===== config.mk =====
export PLATFORM = sky130hd
export DESIGN_NAME = sideband_aen_framer
export DESIGN_NICKNAME = d
export VERILOG_FILES = /design/src/shared/aen_pkg.sv /design/src/verilog/aen_csum.sv /design/src/verilog/sideband_aen_framer.sv
export SDC_FILE = /design/constraint.sdc
export NUM_CORES = 1
export LEC_CHECK = 0
export BUFFER_PORTS_ARGS = -buffer_cell sky130_fd_sc_hd__buf_2
export CORE_MARGIN = 2
export CORE_UTILIZATION = 49
export DETAILED_ROUTE_END_ITERATION = 8
export HOLD_SLACK_MARGIN = 0.03
export PLACE_DENSITY_LB_ADDON = 0.2
export SYNTH_ARGS = -nofsm -noshare
export SYNTH_HDL_FRONTEND = slang
export SYNTH_HIERARCHICAL = 1
export SYNTH_SLANG_ARGS = --single-unit

===== constraint.sdc =====
create_clock -name mclk -period 5 [get_ports mclk]
set_clock_uncertainty 0.05 [all_clocks]
set_input_delay 1 -clock mclk [delete_from_list [all_inputs] [get_ports mclk]]
set_output_delay 1 -clock mclk [all_outputs]
set_load 0.02 [all_outputs]

===== src/shared/aen_pkg.sv =====
package aen_pkg;

	// Clock and packet geometry
	localparam int CLK_PERIOD_NS  = 10;
	localparam int BYTE_W         = 8;
	localparam int WORD_W         = 32;
	localparam int HDR_W          = 128;
	localparam int CNT_W          = 32;

	// Driver lead before first data, in clocks
	localparam int PREP_CLKS      = 2;

	// Command response limit
	localparam int RESP_TIME_MS   = 50;
	localparam int RESP_CYC       = RESP_TIME_MS * 1_000_000 / CLK_PERIOD_NS;

	// Power-up and asynchronous reset blackout limit
	localparam int     READY_TIME_S = 2;
	localparam longint READY_CYC_L  = longint'(READY_TIME_S) * 64'd1_000_000_000 / longint'(CLK_PERIOD_NS);
	localparam int     READY_CYC    = int'(READY_CYC_L);

	// Event type codes
	localparam logic [7:0] TYPE_LINK = 8'h00;
	localparam logic [7:0] TYPE_CFG  = 8'h01;
	localparam logic [7:0] TYPE_DRV  = 8'h02;

	// Word positions within a packet
	localparam logic [2:0] WI_FIRST  = 3'h0;
	localparam logic [2:0] WI_TYPE   = 3'h4;
	localparam logic [2:0] WI_PAY0   = 3'h5;
	localparam logic [2:0] WI_PAY1   = 3'h6;
	localparam logic [2:0] LAST_LINK = 3'h7;
	localparam logic [2:0] LAST_CFG  = 3'h5;
	localparam logic [2:0] LAST_DRV  = 3'h6;
	localparam logic [1:0] LAST_BYTE = 2'h3;

	// Driver status word field
	localparam int DRV_RUN_BIT = 0;

	typedef enum logic [1:0] {KIND_LINK, KIND_CFG, KIND_DRV} aen_kind_type;
	typedef enum logic [1:0] {ST_IDLE, ST_PREP, ST_SEND} aen_state_type;

	typedef struct packed {
		logic                link_chg;
		logic [WORD_W-1:0]   link_status;
		logic [WORD_W-1:0]   vendor_status;
		logic                init_enter;
		logic                init_by_rst_cmd;
		logic                drv_chg;
		logic                drv_running;
	} aen_evt_type;

endpackage : aen_pkg


===== src/verilog/aen_csum.sv =====
module aen_csum (
	input  wire logic        mclk,
	input  wire logic        rst,
	input  wire logic        clr,
	input  wire logic        add,
	input  wire logic [31:0] word,
	output logic      [31:0] csum
);

	logic [31:0] sum_q;
	logic [31:0] sum_d;

	// Sum of both 16-bit halves, negated
	assign sum_d = sum_q + {16'h0000, word[31:16]} + {16'h0000, word[15:0]};
	assign csum  = ~sum_q + 32'h0000_0001;

	always_ff @(posedge mclk) begin
		if (rst || clr) begin
			sum_q <= 32'h0000_0000;
		end else if (add) begin
			sum_q <= sum_d;
		end
	end

endmodule : aen_csum


===== src/verilog/sideband_aen_framer.sv =====
// Function
// - Link mode change queues link event packet
// - Link packet: type 0x00, status, vendor, checksum
// - Status words share query response layout
// - Initial state entry queues config event, unless reset command
// - Config packet: type 0x01 then checksum
// - Driver packet: type 0x02, status, checksum
// - Driver word bit0 running, rest zero
// - Drivers released soon after deselect response
// - Drivers enabled two clocks before data
// - Response must start within 50 ms
// - Commands ignored during async reset blackout
module sideband_aen_framer #(
	parameter int RESP_CYC     = aen_pkg::RESP_CYC,
	parameter int BLACKOUT_CYC = aen_pkg::READY_CYC
) (
	input  wire logic                 mclk,
	input  wire logic                 rst,
	input  wire aen_pkg::aen_evt_type evt,
	input  wire logic [127:0]         hdr,
	input  wire logic                 deselect_done,
	input  wire logic                 select,
	input  wire logic                 arst_event,
	input  wire logic                 cmd_done,
	input  wire logic                 resp_start,
	input  wire logic                 tx_ready,
	output logic      [7:0]           tx_data,
	output logic                      tx_valid,
	output logic                      tx_last,
	output logic                      tx_oe,
	output logic                      cmd_ready,
	output logic                      resp_late
);

	aen_pkg::aen_state_type state_q, state_d;
	aen_pkg::aen_kind_type  kind_q, pick;
	logic [2:0]  pend_q, pend_d, set_vec, clr_vec, requeue;
	logic [2:0]  cur_idx_q, nxt_idx, last_w;
	logic [1:0]  bidx_q, prep_q;
	logic [31:0] word_q, word_new, csum, pay_a_q, pay_b_q, blk_q, resp_cnt_q;
	logic        desel_q, ready_prev_q, resp_wait_q, resp_late_q;
	logic        fire, word_end, is_last, pkt_end, prep_done, load, abort, start;
	logic        ready, ready_rise, cfg_evt, cmd_taken;

	function automatic logic [2:0] last_idx(input aen_pkg::aen_kind_type k);
		if (k == aen_pkg::KIND_LINK) last_idx = aen_pkg::LAST_LINK;
		else if (k == aen_pkg::KIND_CFG) last_idx = aen_pkg::LAST_CFG;
		else last_idx = aen_pkg::LAST_DRV;
	endfunction : last_idx

	function automatic logic [7:0] type_code(input aen_pkg::aen_kind_type k);
		if (k == aen_pkg::KIND_LINK) type_code = aen_pkg::TYPE_LINK;
		else if (k == aen_pkg::KIND_CFG) type_code = aen_pkg::TYPE_CFG;
		else type_code = aen_pkg::TYPE_DRV;
	endfunction : type_code

	function automatic logic [2:0] kind_bit(input aen_pkg::aen_kind_type k);
		kind_bit = 3'h1 << k;
	endfunction : kind_bit

	// Word of the packet at a given position
	function automatic logic [31:0] word_of(input logic [2:0] idx, input aen_pkg::aen_kind_type k,
	                                        input logic [127:0] h, input logic [31:0] a, input logic [31:0] b);
		if (idx < aen_pkg::WI_TYPE) word_of = h[127 - 32*idx -: 32];
		else if (idx == aen_pkg::WI_TYPE) word_of = {24'h00_0000, type_code(k)};
		else if (idx == aen_pkg::WI_PAY0) word_of = a;
		else word_of = b;
	endfunction : word_of

	// Handshake and sequencing terms
	assign fire      = tx_valid && tx_ready;
	assign word_end  = fire && (bidx_q == aen_pkg::LAST_BYTE);
	assign last_w    = last_idx(kind_q);
	assign is_last   = (cur_idx_q == last_w);
	assign pkt_end   = word_end && is_last;
	assign prep_done = (state_q == aen_pkg::ST_PREP) && (prep_q == 2'(aen_pkg::PREP_CLKS - 1));
	assign nxt_idx   = prep_done ? aen_pkg::WI_FIRST : 3'(cur_idx_q + 3'h1);
	assign load      = prep_done || (word_end && !is_last);
	assign word_new  = (nxt_idx == last_w) ? csum : word_of(nxt_idx, kind_q, hdr, pay_a_q, pay_b_q);
	assign abort     = deselect_done || arst_event;
	assign ready     = (blk_q == 32'h0000_0000);
	assign ready_rise = ready && !ready_prev_q;
	assign cfg_evt   = (evt.init_enter && !evt.init_by_rst_cmd) || ready_rise;
	assign start     = (state_q == aen_pkg::ST_IDLE) && ready && !desel_q && (|pend_q) && !abort;
	assign pick      = pend_q[aen_pkg::KIND_LINK] ? aen_pkg::KIND_LINK :
	                   pend_q[aen_pkg::KIND_CFG] ? aen_pkg::KIND_CFG : aen_pkg::KIND_DRV;
	assign cmd_taken = cmd_done && ready;

	// Pending events; a new event wins over its own clear
	assign set_vec = {evt.drv_chg, cfg_evt, evt.link_chg};
	assign clr_vec = start ? kind_bit(pick) : 3'h0;
	assign requeue = (abort && state_q != aen_pkg::ST_IDLE) ? kind_bit(kind_q) : 3'h0;
	assign pend_d  = (pend_q & ~clr_vec) | set_vec | requeue;

	// Outputs
	assign tx_data   = word_q[31:24];
	assign tx_valid  = (state_q == aen_pkg::ST_SEND);
	assign tx_last   = tx_valid && is_last && (bidx_q == aen_pkg::LAST_BYTE);
	assign cmd_ready = ready;
	assign resp_late = resp_late_q;

	always_comb begin
		state_d = state_q;
		case (state_q)
			aen_pkg::ST_IDLE: begin
				if (start) state_d = aen_pkg::ST_PREP;
			end
			aen_pkg::ST_PREP: begin
				if (abort) state_d = aen_pkg::ST_IDLE;
				else if (prep_done) state_d = aen_pkg::ST_SEND;
			end
			aen_pkg::ST_SEND: begin
				if (abort || pkt_end) state_d = aen_pkg::ST_IDLE;
			end
			default: state_d = aen_pkg::ST_IDLE;
		endcase
	end

	aen_csum u_csum (
		.mclk (mclk),
		.rst  (rst),
		.clr  (start),
		.add  (load && (nxt_idx != last_w)),
		.word (word_new),
		.csum (csum)
	);

	always_ff @(posedge mclk) begin
		if (rst) begin
			state_q <= aen_pkg::ST_IDLE;
			pend_q  <= 3'h0;
			tx_oe   <= 1'b0;
		end else begin
			state_q <= state_d;
			pend_q  <= pend_d;
			tx_oe   <= (start || tx_oe) && !abort && !pkt_end;
		end
	end

	// Packet contents
	always_ff @(posedge mclk) begin
		if (rst) begin
			kind_q    <= aen_pkg::KIND_LINK;
			pay_a_q   <= 32'h0000_0000;
			pay_b_q   <= 32'h0000_0000;
			prep_q    <= 2'h0;
		end else if (start) begin
			kind_q    <= pick;
			prep_q    <= 2'h0;
			if (pick == aen_pkg::KIND_DRV) begin
				pay_a_q <= 32'(evt.drv_running) << aen_pkg::DRV_RUN_BIT;
			end else begin
				pay_a_q <= evt.link_status;
			end
			pay_b_q   <= evt.vendor_status;
		end else if (state_q == aen_pkg::ST_PREP) begin
			prep_q    <= 2'(prep_q + 2'h1);
		end
	end

	always_ff @(posedge mclk) begin
		if (rst) begin
			word_q    <= 32'h0000_0000;
			cur_idx_q <= 3'h0;
			bidx_q    <= 2'h0;
		end else if (load) begin
			word_q    <= word_new;
			cur_idx_q <= nxt_idx;
			bidx_q    <= 2'h0;
		end else if (fire) begin
			word_q    <= {word_q[23:0], 8'h00};
			bidx_q    <= 2'(bidx_q + 2'h1);
		end
	end

	// Deselect and blackout
	always_ff @(posedge mclk) begin
		if (rst) begin
			desel_q      <= 1'b0;
			blk_q        <= 32'(BLACKOUT_CYC);
			ready_prev_q <= 1'b0;
		end else begin
			desel_q      <= deselect_done || (desel_q && !select);
			blk_q        <= arst_event ? 32'(BLACKOUT_CYC) : (ready ? blk_q : 32'(blk_q - 32'h0000_0001));
			ready_prev_q <= ready;
		end
	end

	// Response latency watch
	always_ff @(posedge mclk) begin
		if (rst) begin
			resp_wait_q <= 1'b0;
			resp_cnt_q  <= 32'h0000_0000;
			resp_late_q <= 1'b0;
		end else if (cmd_taken) begin
			resp_wait_q <= 1'b1;
			resp_cnt_q  <= 32'h0000_0000;
			resp_late_q <= 1'b0;
		end else if (resp_start) begin
			resp_wait_q <= 1'b0;
		end else if (resp_wait_q) begin
			resp_cnt_q  <= 32'(resp_cnt_q + 32'h0000_0001);
			resp_late_q <= resp_late_q || (resp_cnt_q == 32'(RESP_CYC - 1));
		end
	end

	// Checker helper: sum of sent 16-bit words, checksum bytes kept apart
	logic [31:0] chk_acc_q;
	logic [7:0]  chk_hi_q;
	logic [23:0] chk_cs_q;
	always_ff @(posedge mclk) begin
		if (rst || start) begin
			chk_acc_q <= 32'h0000_0000;
			chk_hi_q  <= 8'h00;
			chk_cs_q  <= 24'h00_0000;
		end else if (fire && is_last) begin
			chk_cs_q  <= {chk_cs_q[15:0], tx_data};
		end else if (fire && !bidx_q[0]) begin
			chk_hi_q  <= tx_data;
		end else if (fire) begin
			chk_acc_q <= 32'(chk_acc_q + {16'h0000, chk_hi_q, tx_data});
		end
	end

	AST_LINK_PEND: assert property (@(posedge mclk) disable iff (rst)
		evt.link_chg |=> pend_q[aen_pkg::KIND_LINK] || state_q == aen_pkg::ST_PREP)
		else $error("link change not queued");
	AST_TYPE_WORD: assert property (@(posedge mclk) disable iff (rst)
		(load && nxt_idx == aen_pkg::WI_TYPE) |=> word_q == {24'h00_0000, type_code(kind_q)})
		else $error("wrong event type word");
	AST_CFG_SUPPRESS: assert property (@(posedge mclk) disable iff (rst)
		(evt.init_enter && evt.init_by_rst_cmd && !ready_rise && !pend_q[aen_pkg::KIND_CFG]
		 && !requeue[aen_pkg::KIND_CFG]) |=> !pend_q[aen_pkg::KIND_CFG])
		else $error("config event after reset command");
	AST_DRV_WORD: assert property (@(posedge mclk) disable iff (rst)
		(load && nxt_idx == aen_pkg::WI_PAY0 && kind_q == aen_pkg::KIND_DRV) |=> word_q[31:1] == 31'h0)
		else $error("driver word reserved bits set");
	AST_DESEL_HIZ: assert property (@(posedge mclk) disable iff (rst)
		deselect_done |=> !tx_oe ##1 !tx_valid)
		else $error("drivers kept after deselect");
	AST_LEAD: assert property (@(posedge mclk) disable iff (rst)
		$rose(tx_valid) |-> $past(tx_oe, 2) && $past(tx_oe))
		else $error("data without driver lead");
	AST_BLACKOUT: assert property (@(posedge mclk) disable iff (rst)
		(!cmd_ready && !arst_event) |=> blk_q == $past(blk_q) - 32'h0000_0001)
		else $error("blackout not counting down");
	AST_RESP_LATE: assert property (@(posedge mclk) disable iff (rst)
		(resp_wait_q && !cmd_taken && !resp_start && resp_cnt_q == 32'(RESP_CYC - 1)) |=> resp_late)
		else $error("late response not flagged");
	AST_CSUM: assert property (@(posedge mclk) disable iff (rst)
		(fire && tx_last) |-> 32'(chk_acc_q + {chk_cs_q, tx_data}) == 32'h0000_0000)
		else $error("checksum does not cancel");

	COV_LINK: cover property (@(posedge mclk) disable iff (rst) fire && tx_last && kind_q == aen_pkg::KIND_LINK);
	COV_CFG:  cover property (@(posedge mclk) disable iff (rst) fire && tx_last && kind_q == aen_pkg::KIND_CFG);
	COV_DRV:  cover property (@(posedge mclk) disable iff (rst) fire && tx_last && kind_q == aen_pkg::KIND_DRV);
	COV_LATE: cover property (@(posedge mclk) disable iff (rst) $rose(resp_late));

endmodule : sideband_aen_framer


==> out/results.ini <==
[layout]
drive_above_1_share=0.2099
final_cell_mix=235 x nand2_1, 217 x buf_2, 210 x dfxtp_1, 118 x a21oi_1, 79 x nor2_1
syn2layout_area_growth_pct=19.08
final_core_util=0.5976
fin_nets=2067
n_antenna_cell=0
final_common_cell=nand2_1
fin_cells=2174

[critical_path]
crit_type=reg2reg
cp_data_required_time_ns=5.40
endpoint_kind=flip-flop
arrival_ns=5.18
startpoint_type=flip-flop
cp-endpoint=u_csum/sum_q[25]$_SDFFE_PP0P_
reg2regPathDepth=18
rrSetupSlack_ns=0.22
startpoint=u_csum/sum_q[15]$_SDFFE_PP0P_
cpPeakStageDelay_ns=0.56
path_max_fanout=14
slowest_stage=or4_4
path_cells=or4_4, nor4_4, and3_4, nand2_2, or3_1, xor2_1, o211ai_1, nand2_1, fa_1, ha_1, nand3_1, o22ai_2, a211oi_2, buf_4, o21a_1, buf_12, or3_1, a21oi_1
regToRegStartpoint=u_csum/sum_q[15]$_SDFFE_PP0P_
r2r_end=u_csum/sum_q[25]$_SDFFE_PP0P_
path_common_cell=or3_1

[clock_network]
clock-sinks=211
cts_made_buffers=24
cts_buffer_depth=3
cts_hold_buf=0
htreeDepth=1
cts_tree=done
path_clk_slew_ns=0.06
worstSkewPairLatency_ns=0.52
root_buffer=clkbuf_16

[routing]
wl_met1_um=17750
route.detailed.drc=0
vias=13026
drt-total-wl_um=40760
drt_iter0_markers=944
avgViaCountPerCell=5.992
met3_wirelength_um=2205
ant_nets=0
top_layer_used=met4
dr.pass1.iters=5
wl_met2_um=19220
wire_per_inst_um=18.75

[global_routing]
grt_overflow=0
grt_pass1_wl_um=63940
grt_usage=0.2787
grt_max_degree=115
grt_pass1_vias=12245
antenna_found_initial=0

[logic_synthesis]
syn_nets=1890
ys_seq_area_frac=0.3221
synth_flop_cell=dfxtp_1
yosys_warnings=6
synth_edf_count=0
syn_inst=1645
synth.distinct_cells=73
synth_top_area_cell=dfxtp_1
synth_top_area_frac=0.3221
ys_async_sr_fraction=0
synth_area_per_cell_sq_um=7.972
synthTopCellsByArea=dfxtp_1 32%, nand2_1 6.7%, a21oi_1 4.6%, mux2i_1 3.7%, xnor2_1 2.9%
syn_area_sq_mm=0.01311
synth-seq-cells=211

[floorplan]
pin_count=218
die_h_um=167.6
placementRows=59
floorplan.initialDensity=0.5018
dieArea_sq_mm=0.02809
coreArea_sq_mm=0.02613
die_w_um=167.6

[sta]
timing.setup.tns_ns=0
hold_slack_ns=0.4018
period_minus_slack_ns=4.783
slew_viol_final=0
tightestPinTransition_ns=1.052
fmax_ghz=0.2091
setup_viol=0
timing.final.crit_share=0.9567
finalHoldViolCount=0
max_slew_margin=0.2928

[power_and_ir_drop]
p_switching_mw=0.9813
irDropWorstVdd_mv=0.2092
p_seq_frac=0.408
combPwrFrac=0.097
p_leak_nw=6.094
sw_frac_of_total=0.2355
p_per_area_mw_per_mm2=266.8
total_power_mw=4.166
p_clk_frac=0.495
intPower_mw=3.185

[placement]
hpwl_um=30140
portBuffers=217
gp_congestion=0.9791
dp_cells=2128

[outcome]
status=finished, final reports clean

[job]
maxCapViolCount=0

[hold_path]
hp-class=reg2reg

-- synth_stat cells (5+ instances only) --
master and n:
ha_1 23, a31o_2 26, nor2b_1 35, nand4_1 19, o221ai_1 7, buf_2 15, xor2_1 36, and2_1 5
mux2i_1 49, o22ai_1 8, o21a_1 7, mux2_2 7, o21ai_0 46, a211oi_1 8, buf_1 12, fa_1 17
and3_1 14, o31ai_1 11, nor3b_1 28, a22o_1 40, a21oi_1 120, nand2_1 235, clkbuf_1 93, dfxtp_1 211
or3_1 40, o211ai_1 32, buf_4 9, xnor2_1 43, inv_1 28, nor3_1 71, nand3b_1 10, o2111ai_1 24
nor4_1 16, nand3_1 66, or4_1 14, o21bai_1 27, nor2_1 81, nand2b_1 16, a31oi_1 30, and4_1 7
-- registers in the layout (all words and copies together), names as in the netlist --
signal / count
pay_a_q: 32
resp_cnt_q: 32
u_csum/sum_q: 32
state_q: 2
blk_q: 32
desel_q: 1
tx_oe: 1
prep_q: 2
kind_q: 2
bidx_q: 2
resp_wait_q: 1
word_q: 32
resp_late: 1
pend_q: 3
cur_idx_q: 3
ready_prev_q: 1
pay_b_q: 32
-- area by class of cell --
class / count / area, sq um
flip-flops and latches: 211 / 4228
clock buffers: 31 / 678.2
well taps: 335 / 419.2
fillers: 2410 / 10520
clock inverters: 12 / 245.2
repair buffers: 281 / 1642
multi-input cells: 1276 / 8299
inverters: 28 / 105.1
-- what timing repair did --
action | 4_1_cts | 5_1_grt
endpoints found under the setup margin | 0 | 16
setup buffers | 0 | 3
gates resized for setup | 0 | 5
-- worst max-delay path, delay by kind of cell, from the launching register on --
kind            cells  cell delay [ns]
simple gates        8             2.06
compound gates      5             0.96
fa+ha+maj           2             0.83
flops               1             0.33
buf+inv             2             0.33
xor+xnor            1             0.15
-- stage by stage --
step	instance area [sq um]	setup slack (ns)
5_1_grt	15620	-0.009704
2_1_floorplan	13110	0.3295
3_3_place_gp	14650	0.2317
6_report	15620	0.2167
4_1_cts	15570	0.1794
3_5_place_dp	14650	0.1962
-- cell families after synthesis --
| family | after synthesis | synth area share |
|---|---|---|
| simple gates | 686 | 0.2692 |
| compound gates | 415 | 0.2149 |
| flops | 211 | 0.3221 |
| buf+inv | 158 | 0.04980 |
| xor+xnor | 79 | 0.05276 |
| mux | 56 | 0.04341 |
| fa+ha+maj | 40 | 0.04790 |
-- per-layer routing --
metal / up-vias / track usage
met1: 6170 / 0.3626
li1: 6347 / -
met2: 404 / 0.4736
met5: - / 0
met3: 105 / 0.03805
met4: 0 / 0.1009
-- worst min-delay path by stage --
stage | start | to | slack, ns | cells past startpoint
final | pay_b_q[10]$_SDFFE_PP0P_ | pay_b_q[10]$_SDFFE_PP0P_ | 0.40 | 2
after floorplan | pay_b_q[0]$_SDFFE_PP0P_ | pay_b_q[0]$_SDFFE_PP0P_ | 0.38 | 2
after global routing | pay_b_q[6]$_SDFFE_PP0P_ | pay_b_q[6]$_SDFFE_PP0P_ | 0.42 | 2
after CTS | pay_b_q[8]$_SDFFE_PP0P_ | pay_b_q[8]$_SDFFE_PP0P_ | 0.40 | 2
after detailed placement | pay_b_q[17]$_SDFFE_PP0P_ | pay_b_q[17]$_SDFFE_PP0P_ | 0.39 | 2
after global placement | resp_late$_SDFFE_PP0P_ | resp_late$_SDFFE_PP0P_ | 0.38 | 2
-- power by group through the flow --
| stage | registers [mW] | logic (mW) | clock network (mW) |
|---|---|---|---|
| after floorplan | 1.73 | 0.227 | 0 |
| after global placement | 1.74 | 0.396 | 0 |
| after detailed placement | 1.74 | 0.400 | 0 |
| after CTS | 1.70 | 0.402 | 2.08 |
| after global routing | 1.70 | 0.448 | 2.15 |
| final | 1.70 | 0.405 | 2.06 |
Note: power is estimated with default switching activity, not from simulation.
